## src/pkg/pws_pkg.sv

```systemverilog
package pws_pkg;

  ////////////////////////////////////////////////////////////////////////////
  // Register port
  localparam int         ADDR_W         = 8;
  localparam int         DATA_W         = 16;
  localparam logic [7:0] ADR_CTRL       = 8'h00;
  localparam logic [7:0] ADR_WINDOW     = 8'h01;
  localparam logic [7:0] ADR_REFRESH    = 8'h02;
  localparam logic [7:0] ADR_SCORE      = 8'h03;
  localparam logic [7:0] ADR_EVENT      = 8'h04;
  localparam logic [7:0] ADR_KEEP       = 8'h05;
  localparam logic [7:0] ADR_STATUS     = 8'h06;

  ////////////////////////////////////////////////////////////////////////////
  // Field positions
  localparam int CTRL_SUP_EN    = 0;
  localparam int CTRL_STBY_EN   = 1;
  localparam int CTRL_EV_HARD   = 2;
  localparam int CTRL_PIN_MASK  = 3;
  localparam int REFR_FLAG      = 0;
  localparam int REFR_PIN       = 1;
  localparam int WIN_LSB        = 0;
  localparam int SCORE_VAL_LSB  = 0;
  localparam int SCORE_LIM_LSB  = 4;
  localparam int EVT_TALLY_LSB  = 0;
  localparam int EVT_LIM_LSB    = 4;
  localparam int STAT_STATE_LSB = 0;
  localparam int STAT_RUNNING   = 4;
  localparam int STAT_FAILSAFE  = 5;

  ////////////////////////////////////////////////////////////////////////////
  // Reset values of the bits that have no one-time default
  localparam logic RST_EV_HARD  = 1'b0;
  localparam logic RST_PIN_MASK = 1'b0;

  ////////////////////////////////////////////////////////////////////////////
  // Scoring
  localparam logic [2:0] MISS_STEP      = 3'h2;
  localparam logic [2:0] MISS_EARLY_LIM = 3'h2;
  localparam logic [2:0] SCORE_MAX      = 3'h7;
  localparam logic [3:0] TALLY_MAX      = 4'hF;

  ////////////////////////////////////////////////////////////////////////////
  // Timing
  localparam int CLK_MHZ    = 25;
  localparam int MS_US      = 1000;
  localparam int MS_CYC     = MS_US * CLK_MHZ;
  localparam int SETTLE_US  = 30;
  localparam int SETTLE_CYC = SETTLE_US * CLK_MHZ;
  localparam int WAIT_W     = 10;

  typedef enum logic [3:0] {
    ST_INIT      = 4'h0,
    ST_OFF       = 4'h1,
    ST_PWRUP     = 4'h2,
    ST_RUN       = 4'h3,
    ST_STBY      = 4'h4,
    ST_SOFT      = 4'h5,
    ST_SOFT_WAIT = 4'h6,
    ST_HARD      = 4'h7,
    ST_HARD_WAIT = 4'h8,
    ST_FAIL      = 4'h9
  } pws_state_e;

endpackage

```

## src/core/pws_core.sv

```systemverilog
`timescale 1ns/1ps
module pws_core #(
  parameter int NREG       = 11,
  parameter int CYC_PER_MS = pws_pkg::MS_CYC
) (
  input  wire logic                      CLOCK_I,
  input  wire logic                      RST_N_I,
  input  wire logic [pws_pkg::ADDR_W-1:0] ADDR_I,
  input  wire logic [pws_pkg::DATA_W-1:0] WDATA_I,
  input  wire logic                      WR_I,
  input  wire logic                      RD_I,
  input  wire logic                      SECURE_WR_I,
  input  wire logic                      PROTECT_EN_I,
  input  wire logic [3:0]                DEFAULT_WINDOW_LENGTH_I,
  input  wire logic [2:0]                DEFAULT_MISS_LIMIT_I,
  input  wire logic [3:0]                DEFAULT_EVENT_LIMIT_I,
  input  wire logic                      DEFAULT_SUPERVISOR_ENABLE_I,
  input  wire logic                      DEFAULT_STANDBY_SUPERVISE_I,
  input  wire logic                      WINDOWED_SELECT_I,
  input  wire logic                      POWER_UP_REQ_I,
  input  wire logic                      OFF_REQ_I,
  input  wire logic                      PWRUP_DONE_I,
  input  wire logic                      STANDBY_REQ_I,
  input  wire logic                      HOST_SUPERVISE_IN_I,
  input  wire logic                      REG_SETTLED_I,
  input  wire logic                      PDN_DONE_I,
  input  wire logic                      FAIL_SYNC_N_I,
  input  wire logic [NREG-1:0]           REG_SEQUENCED_I,
  input  wire logic                      PG_IN_SEQ_I,
  output logic      [pws_pkg::DATA_W-1:0] RDATA_O,
  output logic                           HOST_RESET_OUT_N_O,
  output logic                           POWER_GOOD_OUT_O,
  output logic                           POWER_DOWN_O,
  output logic                           SOFT_RELOAD_O,
  output logic                           FULL_RELOAD_O,
  output logic      [NREG-1:0]           REG_RESTORE_O,
  output logic      [NREG-1:0]           REG_SHUTOFF_O,
  output logic                           WD_EVENT_O,
  output logic                           FAILSAFE_O,
  output logic                           IRQ_OUT_N_O
);

  localparam int DIV_W = $clog2(CYC_PER_MS + 1);

  typedef struct packed {
    pws_pkg::pws_state_e        state;
    logic [DIV_W-1:0]           div;
    logic [15:0]                ms_cnt;
    logic                       running;
    logic                       refresh_pending_flag;
    logic [2:0]                 miss_score;
    logic [2:0]                 miss_limit;
    logic [3:0]                 event_tally;
    logic [3:0]                 event_limit;
    logic                       supervisor_enable;
    logic                       standby_supervise_enable;
    logic                       pin_event_reset_type;
    logic                       pin_event_mask;
    logic                       pin_event_flag;
    logic [3:0]                 window_length_code;
    logic [NREG-1:0]            keep_config_on_soft_reset;
    logic [pws_pkg::WAIT_W-1:0] wait_cnt;
    logic                       sup_prev;
    logic [pws_pkg::DATA_W-1:0] rdata;
    logic                       host_rst_n;
    logic                       pg;
    logic                       pdn;
    logic                       soft_reload;
    logic                       full_reload;
    logic [NREG-1:0]            restore;
    logic [NREG-1:0]            shutoff;
    logic                       wd_event;
    logic                       failsafe;
    logic                       irq_n;
  } pws_st_s;

  pws_st_s    r;
  pws_st_s    n;
  logic       sys_on;
  logic       run_ok;
  logic       ms_tick;
  logic       early;
  logic       expire;
  logic       clr_req;
  logic       ok_ref;
  logic       miss;
  logic       tmr_event;
  logic       pin_event;
  logic       ev_hard;
  logic       do_soft;
  logic       do_full;
  logic [2:0] score_up;
  logic [3:0] tally_up;

  function automatic logic [15:0] win_period(input logic [3:0] code);
    win_period = 16'h0001 << code;
  endfunction

  function automatic logic is_on(input pws_pkg::pws_state_e s);
    is_on = (s == pws_pkg::ST_RUN) || (s == pws_pkg::ST_STBY) ||
            (s == pws_pkg::ST_SOFT) || (s == pws_pkg::ST_SOFT_WAIT);
  endfunction

  ////////////////////////////////////////////////////////////////////////////
  // Next state
  always_comb begin
    n         = r;
    ms_tick   = 1'b0;
    early     = 1'b0;
    expire    = 1'b0;
    ok_ref    = 1'b0;
    miss      = 1'b0;
    tmr_event = 1'b0;
    do_soft   = 1'b0;
    do_full   = 1'b0;
    score_up  = r.miss_score;
    tally_up  = r.event_tally;
    sys_on    = is_on(r.state);
    run_ok    = r.supervisor_enable && ((r.state == pws_pkg::ST_RUN) ||
                ((r.state == pws_pkg::ST_STBY) && r.standby_supervise_enable));
    clr_req   = WR_I && sys_on && (ADDR_I == pws_pkg::ADR_REFRESH) &&
                WDATA_I[pws_pkg::REFR_FLAG] && r.refresh_pending_flag && r.running;
    pin_event = ((r.state == pws_pkg::ST_RUN) || (r.state == pws_pkg::ST_STBY)) &&
                r.sup_prev && !HOST_SUPERVISE_IN_I;
    n.sup_prev    = HOST_SUPERVISE_IN_I;
    n.rdata       = '0;
    n.soft_reload = 1'b0;
    n.full_reload = 1'b0;
    n.restore     = '0;
    n.shutoff     = '0;
    n.wd_event    = 1'b0;

    // Window timer
    if (!run_ok) begin
      n.div     = '0;
      n.ms_cnt  = '0;
      n.running = 1'b0;
    end else if (!r.running) begin
      n.running              = 1'b1;
      n.refresh_pending_flag = 1'b1;
    end else begin
      ms_tick = (r.div == DIV_W'(CYC_PER_MS - 1));
      n.div   = ms_tick ? '0 : DIV_W'(r.div + 1'b1);
      if (ms_tick) begin
        n.ms_cnt = 16'(r.ms_cnt + 16'h0001);
      end
      early  = WINDOWED_SELECT_I && (r.ms_cnt < (win_period(r.window_length_code) >> 1));
      expire = ms_tick && (16'(r.ms_cnt + 16'h0001) == win_period(r.window_length_code));
      ok_ref = clr_req && !early;
      miss   = (clr_req && early) || (expire && !ok_ref);
      if (ok_ref || miss) begin
        n.ms_cnt               = '0;
        n.div                  = '0;
        n.refresh_pending_flag = 1'b1;
      end
      if (ok_ref && (r.miss_score != 3'h0)) begin
        n.miss_score = r.miss_score - 3'h1;
      end
      if (miss) begin
        score_up     = (r.miss_score > (pws_pkg::SCORE_MAX - pws_pkg::MISS_STEP)) ?
                       pws_pkg::SCORE_MAX : 3'(r.miss_score + pws_pkg::MISS_STEP);
        n.miss_score = score_up;
        tmr_event    = (score_up == r.miss_limit) ||
                       (r.miss_limit <= pws_pkg::MISS_EARLY_LIM);
      end
    end

    // Register writes
    if (WR_I && sys_on) begin
      case (ADDR_I)
        pws_pkg::ADR_CTRL: begin
          if (!PROTECT_EN_I || SECURE_WR_I) begin
            n.supervisor_enable        = WDATA_I[pws_pkg::CTRL_SUP_EN];
            n.standby_supervise_enable = WDATA_I[pws_pkg::CTRL_STBY_EN];
          end
          n.pin_event_reset_type = WDATA_I[pws_pkg::CTRL_EV_HARD];
          n.pin_event_mask       = WDATA_I[pws_pkg::CTRL_PIN_MASK];
        end
        pws_pkg::ADR_WINDOW: begin
          n.window_length_code = WDATA_I[pws_pkg::WIN_LSB +: 4];
          if (WDATA_I[pws_pkg::WIN_LSB +: 4] != r.window_length_code) begin
            n.ms_cnt = '0;
            n.div    = '0;
          end
        end
        pws_pkg::ADR_REFRESH: begin
          if (WDATA_I[pws_pkg::REFR_PIN]) begin
            n.pin_event_flag = 1'b0;
          end
        end
        pws_pkg::ADR_SCORE: n.miss_limit = WDATA_I[pws_pkg::SCORE_LIM_LSB +: 3];
        pws_pkg::ADR_EVENT: begin
          n.event_tally = WDATA_I[pws_pkg::EVT_TALLY_LSB +: 4];
          n.event_limit = WDATA_I[pws_pkg::EVT_LIM_LSB +: 4];
        end
        pws_pkg::ADR_KEEP: n.keep_config_on_soft_reset = WDATA_I[NREG-1:0];
        default: ;
      endcase
    end

    // Register reads
    if (RD_I) begin
      case (ADDR_I)
        pws_pkg::ADR_CTRL: begin
          n.rdata[pws_pkg::CTRL_SUP_EN]   = r.supervisor_enable;
          n.rdata[pws_pkg::CTRL_STBY_EN]  = r.standby_supervise_enable;
          n.rdata[pws_pkg::CTRL_EV_HARD]  = r.pin_event_reset_type;
          n.rdata[pws_pkg::CTRL_PIN_MASK] = r.pin_event_mask;
        end
        pws_pkg::ADR_WINDOW: n.rdata[pws_pkg::WIN_LSB +: 4] = r.window_length_code;
        pws_pkg::ADR_REFRESH: begin
          n.rdata[pws_pkg::REFR_FLAG] = r.refresh_pending_flag;
          n.rdata[pws_pkg::REFR_PIN]  = r.pin_event_flag;
        end
        pws_pkg::ADR_SCORE: begin
          n.rdata[pws_pkg::SCORE_VAL_LSB +: 3] = r.miss_score;
          n.rdata[pws_pkg::SCORE_LIM_LSB +: 3] = r.miss_limit;
        end
        pws_pkg::ADR_EVENT: begin
          n.rdata[pws_pkg::EVT_TALLY_LSB +: 4] = r.event_tally;
          n.rdata[pws_pkg::EVT_LIM_LSB +: 4]   = r.event_limit;
        end
        pws_pkg::ADR_KEEP: n.rdata[NREG-1:0] = r.keep_config_on_soft_reset;
        pws_pkg::ADR_STATUS: begin
          n.rdata[pws_pkg::STAT_STATE_LSB +: 4] = r.state;
          n.rdata[pws_pkg::STAT_RUNNING]        = r.running;
          n.rdata[pws_pkg::STAT_FAILSAFE]       = r.failsafe;
        end
        default: ;
      endcase
    end

    // Supervisor sequence
    ev_hard = tmr_event || r.pin_event_reset_type;
    unique case (r.state)
      pws_pkg::ST_INIT: begin
        do_full = 1'b1;
        n.state = pws_pkg::ST_OFF;
      end
      pws_pkg::ST_OFF: begin
        if (POWER_UP_REQ_I) begin
          do_full = 1'b1;
          n.state = pws_pkg::ST_PWRUP;
        end
      end
      pws_pkg::ST_PWRUP: begin
        if (PWRUP_DONE_I && FAIL_SYNC_N_I) begin
          n.state = STANDBY_REQ_I ? pws_pkg::ST_STBY : pws_pkg::ST_RUN;
        end
      end
      pws_pkg::ST_RUN, pws_pkg::ST_STBY: begin
        n.state = STANDBY_REQ_I ? pws_pkg::ST_STBY : pws_pkg::ST_RUN;
        if (tmr_event || pin_event) begin
          n.wd_event    = 1'b1;
          n.miss_score  = 3'h0;
          tally_up      = (r.event_tally == pws_pkg::TALLY_MAX) ? r.event_tally : 4'(r.event_tally + 4'h1);
          n.event_tally = tally_up;
          if (tally_up == r.event_limit) begin
            n.state = pws_pkg::ST_FAIL;
          end else if (ev_hard) begin
            n.state = pws_pkg::ST_HARD;
          end else begin
            n.state       = pws_pkg::ST_SOFT;
            do_soft       = 1'b1;
            n.soft_reload = 1'b1;
            n.restore     = REG_SEQUENCED_I & ~r.keep_config_on_soft_reset;
            n.shutoff     = ~REG_SEQUENCED_I & ~r.keep_config_on_soft_reset;
          end
        end
      end
      pws_pkg::ST_SOFT: begin
        if (REG_SETTLED_I) begin
          n.state    = pws_pkg::ST_SOFT_WAIT;
          n.wait_cnt = '0;
        end
      end
      pws_pkg::ST_SOFT_WAIT: begin
        n.wait_cnt = pws_pkg::WAIT_W'(r.wait_cnt + 1'b1);
        if (r.wait_cnt == pws_pkg::WAIT_W'(pws_pkg::SETTLE_CYC - 1)) begin
          n.state          = STANDBY_REQ_I ? pws_pkg::ST_STBY : pws_pkg::ST_RUN;
          n.pin_event_flag = 1'b1;
        end
      end
      pws_pkg::ST_HARD: begin
        if (PDN_DONE_I) begin
          n.state    = pws_pkg::ST_HARD_WAIT;
          n.wait_cnt = '0;
        end
      end
      pws_pkg::ST_HARD_WAIT: begin
        n.wait_cnt = pws_pkg::WAIT_W'(r.wait_cnt + 1'b1);
        if (r.wait_cnt == pws_pkg::WAIT_W'(pws_pkg::SETTLE_CYC - 1)) begin
          do_full = 1'b1;
          n.state = pws_pkg::ST_PWRUP;
        end
      end
      pws_pkg::ST_FAIL: ;
      default: n.state = pws_pkg::ST_OFF;
    endcase

    if (OFF_REQ_I && (r.state != pws_pkg::ST_INIT)) begin
      n.state       = pws_pkg::ST_OFF;
      n.event_tally = 4'h0;
      n.miss_score  = 3'h0;
    end

    // Default reloads: soft is the partial set, full adds the rest
    if (do_soft || do_full) begin
      n.supervisor_enable         = DEFAULT_SUPERVISOR_ENABLE_I;
      n.standby_supervise_enable  = DEFAULT_STANDBY_SUPERVISE_I;
      n.window_length_code        = DEFAULT_WINDOW_LENGTH_I;
      n.keep_config_on_soft_reset = '0;
      n.ms_cnt                    = '0;
      n.div                       = '0;
    end
    if (do_full) begin
      n.full_reload          = 1'b1;
      n.miss_limit           = DEFAULT_MISS_LIMIT_I;
      n.event_limit          = DEFAULT_EVENT_LIMIT_I;
      n.pin_event_reset_type = pws_pkg::RST_EV_HARD;
      n.pin_event_mask       = pws_pkg::RST_PIN_MASK;
      n.pin_event_flag       = 1'b0;
      n.miss_score           = 3'h0;
    end

    // Outputs, registered from the next state
    n.host_rst_n = is_on(n.state);
    n.pdn        = (n.state == pws_pkg::ST_HARD) || (n.state == pws_pkg::ST_HARD_WAIT) ||
                   (n.state == pws_pkg::ST_FAIL) || (n.state == pws_pkg::ST_OFF);
    n.pg         = is_on(n.state) ? 1'b1 : (PG_IN_SEQ_I ? 1'b0 : r.pg);
    n.failsafe   = (n.state == pws_pkg::ST_FAIL);
    n.irq_n      = !(n.pin_event_flag && !n.pin_event_mask);
  end

  always_ff @(posedge CLOCK_I or negedge RST_N_I) begin
    if (!RST_N_I) begin
      r       <= '0;
      r.irq_n <= 1'b1;
    end else begin
      r <= n;
    end
  end

  assign RDATA_O            = r.rdata;
  assign HOST_RESET_OUT_N_O = r.host_rst_n;
  assign POWER_GOOD_OUT_O   = r.pg;
  assign POWER_DOWN_O       = r.pdn;
  assign SOFT_RELOAD_O      = r.soft_reload;
  assign FULL_RELOAD_O      = r.full_reload;
  assign REG_RESTORE_O      = r.restore;
  assign REG_SHUTOFF_O      = r.shutoff;
  assign WD_EVENT_O         = r.wd_event;
  assign FAILSAFE_O         = r.failsafe;
  assign IRQ_OUT_N_O        = r.irq_n;
endmodule

```

## config.mk

```make
export PLATFORM = sky130hd
export DESIGN_NAME = pws_core
export DESIGN_NICKNAME = d
export VERILOG_FILES = /design/src/pkg/pws_pkg.sv /design/src/core/pws_core.sv
export SDC_FILE = /design/constraint.sdc
export NUM_CORES = 1
export LEC_CHECK = 0
export ABC_AREA = 0
export BUFFER_PORTS_ARGS = -buffer_cell sky130_fd_sc_hd__buf_4
export CORE_UTILIZATION = 42
export DETAILED_ROUTE_END_ITERATION = 6
export PLACE_DENSITY_LB_ADDON = 0.2
export SLEW_MARGIN = 15
export SYNTH_ARGS = -nofsm -noshare
export SYNTH_HDL_FRONTEND = slang
export SYNTH_SLANG_ARGS = --single-unit
```

## constraint.sdc

```tcl
create_clock -name CLOCK_I -period 10.4 [get_ports CLOCK_I]
set_input_delay 1.04 -clock CLOCK_I [delete_from_list [all_inputs] [get_ports CLOCK_I]]
set_output_delay 1.04 -clock CLOCK_I [all_outputs]
set_load 0.03 [all_outputs]
```

Word-level counts from Yosys, hierarchy flattened:

Index checks and enable logic that the tools add are counted.

* register bits after elaboration: 123
* bits of input ports: 64
* word-level logic and storage cells: 221

* add/sub/neg operators: 6
* $lt $le $gt $ge: 3
* equality and inequality tests: 33
* shifts and indexed selects: 1
* multiplexer cells: 79
* bitwise operators: 4
* reductions and logical operators: 66

Operators with widths (number)
* 2-to-1 mux 31 bit: 7
* 2-to-1 mux 4 bit: 16
* 2-to-1 mux 23 bit: 2
* 2-to-1 mux 22 bit: 2
* 2-to-1 mux 3 bit: 12
* equality test 4 x 3 -> 1 bit (second input constant): 8
* 2-to-1 mux 32 bit: 1
* case mux 4 bit (8 select lines): 1
* 2-to-1 mux 15 bit: 2
* case mux 10 bit (3 select lines): 1
* equality test 8 x 3 -> 1 bit (second input constant): 3
* AND 11 bit: 2
* 2-to-1 mux 11 bit: 2
* NOT 11 bit: 2
* equality test 4 bit (second input constant): 5
* 2-to-1 mux 10 bit: 2
* nonzero test 2 bit: 10
* logical AND 1 bit: 18
* 2-to-1 mux 1 bit: 18
* logical OR 1 bit: 17
* adder 16 x 1 -> 16 bit (second input constant): 1
* equality test 16 bit: 1
* equality test 8 x 2 -> 1 bit (second input constant): 2
* < comparator 16 x 15 -> 1 bit: 1
* 36 further kinds: 56

Longest topological paths before layout:

Gate-level depths: netlist of run 1.

* depth after elaboration: 27
* depth in mapped cells: 15
* gate-level depth less buffers: 13

Worst setup path before layout of run 1:

Ideal clock, no wire load.

* kind: input -> register
* start point: input ADDR_I[5] (netlist name)
* end point: register r (netlist bit POWER_GOOD_OUT_O)
* arrival: 3.429 ns
* slack: 6.881 ns
* stages: 10
* path buffers: 0
* cells stage by stage: or4_1 nor3_1 nand3_1 nor2_1 or2_2 o32ai_4 nor2_1 inv_1 or4_1 o2111ai_1

* word-level cells in the longest chain between the ends: 23
* elaborated cells on any way between the ends: 29
* those cells by class: eq/ne: 5; mux: 9; reduce/logical: 15

RTL lines
* from (decl): line pws_core.sv:8 `input wire logic [pws_pkg::ADDR_W-1:0] ADDR_I,`
* equality test 8 x 2 -> 1 bit (*): line pws_core.sv:121 `clr_req = WR_I && sys_on && (ADDR_I == pws_pkg::ADR_REFRESH) &&`
* logical AND 1 bit (*) (2 in series): line pws_core.sv:121
* logical AND 1 bit (*) (2 in series): line pws_core.sv:122 `WDATA_I[pws_pkg::REFR_FLAG] && r.refresh_pending_flag && r.running;`
* logical AND 1 bit: line pws_core.sv:149 `ok_ref = clr_req && !early;`
* logical NOT 1 bit: line pws_core.sv:150 `miss = (clr_req && early) || (expire && !ok_ref);`
* logical AND 1 bit: line pws_core.sv:150
* logical OR 1 bit (*): line pws_core.sv:150
* 2-to-1 mux 1 bit (*): line pws_core.sv:159 `if (miss) begin`
* [4 not listed]
* 2-to-1 mux 4 bit: line pws_core.sv:258 `if (tally_up == r.event_limit) begin`
* 2-to-1 mux 4 bit (*): line pws_core.sv:253 `if (tmr_event || pin_event) begin`
* case mux 4 bit (8 select lines) (*): line pws_core.sv:235 `unique case (r.state)`
* 2-to-1 mux 4 bit (*): line pws_core.sv:301 `if (OFF_REQ_I && (r.state != pws_pkg::ST_INIT)) begin`
* equality test 4 x 2 -> 1 bit / equality test 4 x 3 -> 1 bit (equally long branches): line pws_core.sv:100 `is_on = (s == pws_pkg::ST_RUN) || (s == pws_pkg::ST_STBY) ||`
* logical OR 1 bit (2 in series): line pws_core.sv:100
* logical OR 1 bit (*): line pws_core.sv:101 `(s == pws_pkg::ST_SOFT) || (s == pws_pkg::ST_SOFT_WAIT);`
* 2-to-1 mux 1 bit / nonzero test 2 bit (equally long branches)
* to (signal assigned): line pws_core.sv:340 `r <= n;`
* to (decl): line pws_core.sv:77 `pws_st_s r;`

Every way passes the cells marked *; elsewhere a longest branch is shown, timed or not.
A chain may end at the register's enable or synchronous reset.

==> results of run 1 <==
==> where the power goes <==
part	switching, W	internal (W)	total (W)
registers	0.000119	0.000538	0.000657
logic	0.000261	0.000189	0.000450
clock network	0.000221	0.000413	0.000635
total	0.000601	0.00114	0.00174
==> registers in the layout (all words and copies together) (netlist names) <==
register and cells:
IRQ_OUT_N_O 1, POWER_GOOD_OUT_O 1, HOST_RESET_OUT_N_O 1, FULL_RELOAD_O 1
WD_EVENT_O 1, SOFT_RELOAD_O 1, FAILSAFE_O 1, REG_RESTORE_O 11
REG_SHUTOFF_O 11, r 82, POWER_DOWN_O 1, RDATA_O 11
==> metal layers <==
metal  track usage [%]  part of all wire, %
met5                 0                    0
met1              30.5                   47
met4              6.19                  1.3
met3              4.68                  3.7
met2              35.4                   48
==> cell usage after synthesis, types with 16 or more instances <==
library cell / count / share of area, %
o21ai_0: 47 / 2.9
dfrtp_1: 122 / 38
and3_1: 16 / 1.3
nand2b_1: 19 / 1.5
nor3_1: 19 / 1.2
nor2_1: 73 / 3.4
xor2_1: 17 / 1.9
mux2i_1: 26 / 3.3
inv_1: 22 / 1.0
a21oi_1: 46 / 2.9
nor3b_1: 16 / 1.5
ha_1: 24 / 3.8
buf_4: 41 / 3.8
clkbuf_1: 29 / 1.4
nand3_1: 42 / 2.6
a311oi_1: 18 / 2.0
nand2_1: 78 / 3.7
==> cells by family after synthesis <==
logic type | synth area share [%]
compound gates | 17.4
buf+inv | 7.54
fa+ha+maj | 3.75
xor+xnor | 3.46
other cells | 0.0469
mux | 4.94
simple gates | 24.4
flops | 38.5
==> layout make-up <==
class / instances / area [um^2] / area share [%]
clock buffers: 21 / 460 / 5.00
inverters: 22 / 82.6 / 0.897
clock inverters: 11 / 168 / 1.82
multi-input cells: 658 / 4350 / 47.2
flip-flops and latches: 123 / 3080 / 33.5
repair buffers: 103 / 773 / 8.40
well taps: 234 / 293 / 3.18
==> metrics by stage <==
| stage | hold WS [ps] | setup slack (ps) | total power, W |
|---|---|---|---|
| floorplan | 443 | 6880 | 0.000972 |
| global placement | 475 | 5260 | 0.00111 |
| detailed placement | 478 | 5160 | 0.00111 |
| CTS | 492 | 5380 | 0.00175 |
| global route | 505 | 4970 | 0.00184 |
| finish | 490 | 5420 | 0.00174 |
==> worst paths after layout <==
path                       depth (start not counted)                to  slack (ps)     from
min                                                1  REG_RESTORE_O[8]         490    r[65]
max reg2reg                                       10            r[108]        5420    r[93]
max                                               10            r[108]        5420    r[93]
min in group asynchronous                          1            r[123]         690  RST_N_I
max in group asynchronous                          2             r[68]        8330  RST_N_I
min reg2reg                                        1  REG_RESTORE_O[8]         490    r[65]
==> impl_results.md, run 1 <==
- Status: completed
- Longest Clk Path Bufs: 2
- I/O pin cnt: 110
- Worst Setup Path Type: reg -> reg
- Post-synth EDFFs: 0
- # fillers: 1,762
- Crit path largest cell delay: around 840 ps
- Largest net degree at the start of global routing: 69
- Die area: 19,600 um^2
- Final hold viol count: 0
- Async SR Flop Fraction: 100%
- Post-DP HPWL: 14,900 um
- Root Driver: clkbuf_16
- Worst-path clk slew: 60 ps
- Critical Path Most Common Cell: and4_1
- Critical Path Slowest Stage Cell: or3_1
- Clock Latency Late Sink: 420 ps
- Fmax: approximately 0.20 GHz
- CP Max Fanout: 31
- CTS Buf Count: 17
- Buffers & Inverters on Critical Path: 0
- Die Span Y: 140 um
- Post-synthesis sequential area ratio: approximately two fifths
- Fin util: approximately half
- GR Overflow Total: 0
- Arr. time, crit path: 5280 ps
- Commonest non-fill, non-tap cell in the layout: dfrtp_1
- Hold-fix buffers, CTS: 0
- Avg Inst Size Synth: 9.02 um^2
- Final WL: 21,000 um
- TritonCTS Sinks: around 120
- Yosys cell types: 76
- Power density over the cells: 189 nW/um^2
- Post-CTS Resized: 0
- Final worst-path cycle share: 47.9%
- Final setup TNS: 0 ps
- Slew Limit Fails: 0
- Commonest cells after routing, fill and taps aside: dfrtp_1 (122), buf_4 (103), nand2_1 (78)
- Min cycle time layout: 4980 ps
- Worst path cell trace: ha_1 > and4_1 > and4_1 > xnor2_1 > o311ai_0 > o211ai_1 > o32ai_4 > or3_1 > o2111ai_4 > a311oi_1
- Slew @ Worst Pin: 1130 ps
- Vias per std cell: 5.77
- Fraction of layout cells with a size suffix above 1: between 10% and 20%
- Vias in the first global route: 6,404
- Post-synthesis cell area: 8000 um^2
- GR Util All Layers: 22.2%
- Static Leak: 3.87 nW
- Starting Density: between 40% and 50%
- ANT nets after route: 0
- Placed cell count: approximately 1,100
- Core Area: 18,700 um^2
- Worst Path Required: 10,700 ps
- Kind of end point of the critical path: flip-flop
- Initial antenna violation count: 0
- Max-slew headroom: around a quarter
- Hold WC Path Type: reg -> reg
- Worst Setup Start Kind: flip-flop
- Max IR drop VDD: 109 uV
- Rows: 50
- Die width: 140 um
- Clk_skew: between 15 and 20 ps
- Area growth, synth to finish: 15.0%
- Final setup fails: 0
- Final net count: 1,013
- N_diodes: 0
- CTS tree: built
- Global-route wire length before repair: 34,300 um
- Drt drc: 0
- Synth Flop Type: dfrtp_1
- First drt pass iteration count: 7
- Area after DPL: approximately 8600 um^2
- RSZ-0062 raised after global routing: false
- Cell family with most CP delay: compound AO/OA/AOI/OAI gates
- Post-CTS Setup Repair Bufs: 0
- Yosys warns: 0
- Vias: 6,762
- Final cell count without fillers: 1,172
- Max-cap violations: 0
- FF+latch count, synth: 123
- Final Cell Area: a little over 9000 um^2
- Post-synthesis cell count: 887
- Drt initial violations: 473
- RD Place Congestion: 0.907
- H-Tree Depth: 4
- Post-DR wirelength/cell: 17.9 um
- Port Buffers: 99
Power figures use the tool's default switching activity.
==> run 2, diff against run 1 <==
clock period = 4.3 ns   (was 10.4 ns; I/O delays follow)
==> run 2 against run 1 <==
Net effect: sequential share of layout area down 0.38 points; register-to-register slack got worse by 5000 ps; critical endpoint unchanged; count of clock-buffer cells in the layout up 4; largest cell class unchanged; clock skew up 3.9 ps; flip-flop and latch count is the same; global-route usage is 0.41 points higher.
==> impl_results.md, run 2 (synthesized netlist as in run 1, its figures left out) <==
- Status: completed
- Vias in the first global route: 6,557 (+2.4%)
- Area growth, synth to finish: 16.4%
- TritonCTS Sinks: 123 (unchanged)
- RD Place Congestion: 0.860 (-5.2%)
- GR Overflow Total: 0 (unchanged)
- N_diodes: 0 (unchanged)
- Kind of end point of the critical path: flip-flop
- Rows: 50 (unchanged)
- Max layer used: met4
- Beginning of the worst hold path: HOST_SUPERVISE_IN_I
- Worst-path clk slew: 60 ps (about the same)
- WL met3: 995 um (+27%)
- Clock Latency Late Sink: 430 ps (about the same)
- Post-CTS Resized: 0 (unchanged)
- CP Max Fanout: 31 (unchanged)
- Top reg by flops: r
- Number of flip-flops in the largest register: 82 (unchanged)
- Fin util: 49.8% (+0.57 points)
- Slew @ Worst Pin: 873 ps (-252 ps)
- GR Util All Layers: 22.6% (+0.41 points)
- Initial antenna violation count: 0 (unchanged)
- Root Driver: clkbuf_16
- Endpoint, Worst Hold: r[46]
- Min cycle time layout: 3920 ps (-1060 ps)
- First drt pass iteration count: 5 (-2)
- Die width: 140 um (unchanged)
- Max IR drop VDD: 325 uV (+200%)
- Final hold viol count: 0 (unchanged)
- Final net count: 1,028 (+1.5%)
- Die area: 19,600 um^2 (unchanged)
- Hold WC Path Type: in -> reg
- RSZ-0062 raised after global routing: false
- Starting Density: 42.8% (unchanged)
- R2r endpoint: r[108]
- CTS Buf Count: 17 (unchanged)
- ANT nets after route: 0 (unchanged)
- Post-DP HPWL: 15,400 um (+3.1%)
- Arr. time, crit path: 4230 ps (-1050 ps)
- Met2 WL: 10,200 um (+2.1%)
- Longest Clk Path Bufs: 2 (unchanged)
- Cells on Worst Hold Path: 1 (unchanged)
- Post-DR wirelength/cell: 17.9 um (-0.24%)
- Commonest non-fill, non-tap cell in the layout: dfrtp_1
- Final setup fails: 0 (unchanged)
- Drt drc: 0 (unchanged)
- Core Area: 18,700 um^2 (unchanged)
- Global-route wire length before repair: 35,000 um (+2.1%)
- Power density over the cells: 453 nW/um^2 (+140%)
- CTS tree: built
- Worst Path Required: 4620 ps (-6080 ps)
- Max-slew headroom: 41.8% (+17 points)
- Worst R2R Path Depth: 11 (+1)
- Worst Setup Path Type: reg -> reg
- Hold-fix buffers, CTS: 0 (unchanged)
- Port Buffers: 99 (unchanged)
- Post-CTS Setup Repair Bufs: 0 (unchanged)
- Wire length on met1: 9750 um (-2.1%)
- Die Span Y: 140 um (unchanged)
- Worst reg2reg path startpoint: r[93]
- Fmax: 0.255 GHz (+27%)
- Clk_skew: 21.5 ps (+3.89 ps)
- R2R setup slack: 380 ps (-5040 ps)
- Slew Limit Fails: 0 (unchanged)
- Final setup TNS: 0 ps (unchanged)
- Worst Setup Start Kind: flip-flop
- H-Tree Depth: 4 (unchanged)
- Max-cap violations: 0 (unchanged)
- Static Leak: 3.95 nW (+2.0%)
- I/O pin cnt: 110 (unchanged)
- Commonest cells after routing, fill and taps aside: dfrtp_1 (122), buf_4 (117), nand2_1 (78)
- Vias: 6,799 (+0.55%)
- Vias per std cell: 5.73 (-0.72%)
- Fraction of layout cells with a size suffix above 1: 17.9% (+1.1 points)
- Final worst-path cycle share: 91.0% (+43 points)
- Drt initial violations: 474 (+0.21%)
- Final WL: 21,200 um (+1.0%)
- Largest net degree at the start of global routing: 68 (-1.4%)
==> run 2: worst max-delay path by stage <==
stage                      from          endpoint  slack (ps)  cells after the start
after floorplan           r[70]  POWER_GOOD_OUT_O         860                     13
after global placement    r[93]             r[81]         520                     12
after global routing      r[93]            r[108]         130                     11
final                     r[93]            r[108]         380                     11
after detailed placement  r[93]            r[108]         440                     11
after CTS                 r[93]            r[108]         410                     11
==> run 2: layout make-up <==
class	instances	area, um^2
clock buffer	25	495
clock inverter	7	114
fill	1748	9400
inverter	22	82.6
multi-input combinational	658	4350
sequential	123	3080
tap	234	293
timing repair buffer	118	898
==> run 2: critical path, stage by stage (launching register included) <==
cell and delay, ps:
dfrtp_1 510, ha_1 350, and4_1 300, and4_1 400, xnor2_1 100, o311ai_0 410
o211ai_1 280, o32ai_4 560, or3_1 250, o2111ai_4 150, buf_12 230, a311oi_1 260
==> run 2: per-layer routing <==
layer / vias up / track usage (%)
met5: - / 0
met3: 18 / 4.34
met1: 3277 / 30.6
li1: 3324 / -
met2: 180 / 36.8
met4: 0 / 6.65
==> run 2: power by group <==
group	switching (W)	internal (W)	total, W	leakage [nW]
clock	0.000524	0.000971	0.00150	0.301
sequential	0.000221	0.00130	0.00152	1.66
combinational	0.000698	0.000496	0.00119	1.99
==> run 2: metrics by stage <==
step / area (um^2) / total power (W) / hold slack, ps / instances / setup slack (ps)
after floorplan: 8020 / 0.00235 / 134 / 891 / 863
after global placement: 8700 / 0.00272 / 474 / 1155 / 516
after detailed placement: 8700 / 0.00273 / 467 / 1155 / 436
after CTS: 9310 / 0.00424 / 104 / 1187 / 409
after global routing: 9310 / 0.00444 / 108 / 1187 / 130
final: 9310 / 0.00421 / 115 / 1187 / 385
==> run 3, diff against run 2 <==
PLACE_DENSITY_LB_ADDON = not set   (was 0.2)
==> run 3 against run 2 <==
Net effect: clock power fell by 11%; die area did not move; non-clock buffer count rose by 3; core utilization fell by 0.20 points; global-route usage barely moved; first-iteration DRC count rose by 9.5%; worst hold slack got worse by 1.9 ps; worst setup slack improved by 170 ps; fmax rose by 4.5%; register-to-register slack improved by 170 ps; largest power group unchanged.
==> impl_results.md, run 3 (synthesized netlist as in run 1, its figures left out) <==
- Final setup TNS: 0 ps (unchanged)
- Commonest non-fill, non-tap cell in the layout: dfrtp_1
- Fmax: 0.267 GHz (+4.5%)
- Core Area: 18,700 um^2 (unchanged)
- I/O pin cnt: 110 (unchanged)
- CTS tree: built
- Switching power share of the total: 36.8% (+2.6 points)
- Final net count: 1,031 (+0.29%)
- Worst Path Required: 4630 ps (about the same)
- Vias per std cell: 5.79 (+1.1%)
- Cell family with most CP delay: compound AO/OA/AOI/OAI gates
- Kind of end point of the critical path: flip-flop
- Max-slew headroom: 40.1% (-1.7 points)
- Clock Latency Late Sink: 430 ps (about the same)
- Commonest cells after routing, fill and taps aside: dfrtp_1 (122), buf_4 (120), nand2_1 (78)
- Longest Clk Path Bufs: 2 (unchanged)
- Clk_skew: 15.4 ps (-6.11 ps)
- CTS Buf Count: 17 (unchanged)
- Post-DR wirelength/cell: 17.8 um (about the same)
- Vias in the first global route: 6,461 (-1.5%)
- Static Leak: 3.92 nW (-0.69%)
- Final setup fails: 0 (unchanged)
- Reg area: 3080 um^2 (unchanged)
- Worst path cell trace: ha_1 > and4_1 > and4_1 > or4b_1 > o311ai_0 > o211ai_1 > o32ai_4 > or3_1 > o2111ai_4 > buf_12 > a311oi_1
- Post-DP HPWL: 15,400 um (+0.52%)
- Worst-path clk slew: 60 ps (about the same)
- Slew Limit Fails: 0 (unchanged)
- Hold-fix buffers, CTS: 0 (unchanged)
- Port Buffers: 99 (unchanged)
- Area growth, synth to finish: 15.9%
- Critical Path Most Common Cell: and4_1
- Worst Setup Start Kind: flip-flop
- Arr. time, crit path: 4070 ps (-160 ps)
- Multi-input combinational cell area: 4350 um^2 (unchanged)
- Max-cap violations: 0 (unchanged)
- Power density over the cells: 440 nW/um^2 (-2.8%)
- Largest net degree at the start of global routing: 68 (unchanged)
- Fraction of layout cells with a size suffix above 1: 18.5% (+0.57 points)
- Buffers & Inverters on Critical Path: 1 (unchanged)
- ANT nets after route: 0 (unchanged)
- Post-CTS Setup Repair Bufs: 0 (unchanged)
- Max IR drop VDD: 289 uV (-11%)
- Drt drc: 0 (unchanged)
- Sequential group share of total power: 37.6% (+1.4 points)
- Final WL: 21,200 um (+0.17%)
- Top reg by flops: r
- Slew @ Worst Pin: 899 ps (+25.3 ps)
- Drt initial violations: 519 (+9.5%)
- Tot Pwr: 0.00408 W (-3.2%)
- Critical Path Slowest Stage Cell: o32ai_4
- Worst Setup Path Type: reg -> reg
- GR Util All Layers: 22.6% (-0.040 points)
- GR Overflow Total: 0 (unchanged)
- Final worst-path cycle share: 87.2% (-3.9 points)
- N_diodes: 0 (unchanged)
- Die width: 140 um (unchanged)
- Vias: 6,893 (+1.4%)
- Switching power: 0.00150 W (+4.0%)
- # fillers: 1,752 (+0.23%)
- CP Max Fanout: 30 (-3.2%)
- RD Place Congestion: 0.872 (+1.4%)
- Number of flip-flops in the largest register: 82 (unchanged)
- Die Span Y: 140 um (unchanged)
- Initial antenna violation count: 0 (unchanged)
- Cell Int Power: 0.00258 W (-7.0%)
- Comb power frac: 29.5% (+1.2 points)
- Final hold viol count: 0 (unchanged)
- Min cycle time layout: 3750 ps (-168 ps)
- Rows: 50 (unchanged)
- First drt pass iteration count: 6 (+1)
- Die area: 19,600 um^2 (unchanged)
- Starting Density: 42.8% (unchanged)
- TritonCTS Sinks: 123 (unchanged)
- H-Tree Depth: 4 (unchanged)
- Crit path largest cell delay: 580 ps (+20 ps)
- Post-CTS Resized: 0 (unchanged)
- Status: completed
- RSZ-0062 raised after global routing: false
- Root Driver: clkbuf_16
- Hold WC Path Type: in -> reg
- Clock Power Share: 33.0% (-2.5 points)
- Global-route wire length before repair: 34,700 um (-0.63%)
==> run 3: layout make-up <==
class / instances / share of cell area, %
clock buffer: 20 / 4.93
timing repair buffer: 121 / 9.93
sequential: 123 / 33.2
multi-input combinational: 658 / 46.9
tap: 234 / 3.16
inverter: 22 / 0.891
clock inverter: 12 / 0.999
==> run 3: worst paths after layout <==
check | start | to | slack, ps | cells after the start
min in group asynchronous | RST_N_I | REG_RESTORE_O[4] | 120 | 1
max in group asynchronous | RST_N_I | r[99] | 3260 | 2
max reg2reg | r[93] | r[108] | 550 | 11
min reg2reg | r[66] | REG_RESTORE_O[9] | 490 | 1
max | r[93] | r[108] | 550 | 11
min | HOST_SUPERVISE_IN_I | r[46] | 110 | 1
==> run 3: stage by stage <==
| step | instances | instance area, um^2 | setup slack (ps) | utilization, % | hold slack, ps |
|---|---|---|---|---|---|
| after floorplan | 891 | 8020 | 863 | - | 134 |
| after global placement | 1158 | 8720 | 635 | 46.6 | 471 |
| after detailed placement | 1158 | 8720 | 536 | 46.6 | 475 |
| after CTS | 1190 | 9270 | 546 | 49.6 | 95.6 |
| after global routing | 1190 | 9270 | 222 | 49.6 | 94.8 |
| final | 1190 | 9270 | 552 | 49.6 | 113 |
==> run 3: metal layers <==
metal | track usage (%) | up-vias | routed length, um | part of all wire (%)
li1 | - | 3336 | - | -
met3 | 4.10 | 21 | 1000 | 4.7
met2 | 36.4 | 182 | 10100 | 48
met5 | 0 | - | 0 | 0
met4 | 7.06 | 0 | 289 | 1.4
met1 | 30.8 | 3354 | 9840 | 46
==> run 3: worst reg2reg max path, delay by kind of cell (launching register included) <==
| kind | cells | cell delay, ps |
|---|---|---|
| AO/OA/AOI/OAI | 5 | 1430 |
| AND/OR/NAND/NOR | 4 | 1260 |
| flip-flops | 1 | 470 |
| adder cells (fa/ha/maj) | 1 | 250 |
| buffers and inverters | 1 | 240 |
==> run 3: power by group through the flow <==
| stage | logic [W] | registers, W | clock network (W) |
|---|---|---|---|
| 2_1_floorplan | 0.000895 | 0.00146 | 0 |
| 3_3_place_gp | 0.00119 | 0.00154 | 0 |
| 3_5_place_dp | 0.00120 | 0.00155 | 0 |
| 4_1_cts | 0.00121 | 0.00153 | 0.00137 |
| 5_1_grt | 0.00133 | 0.00156 | 0.00142 |
| 6_report | 0.00120 | 0.00153 | 0.00134 |
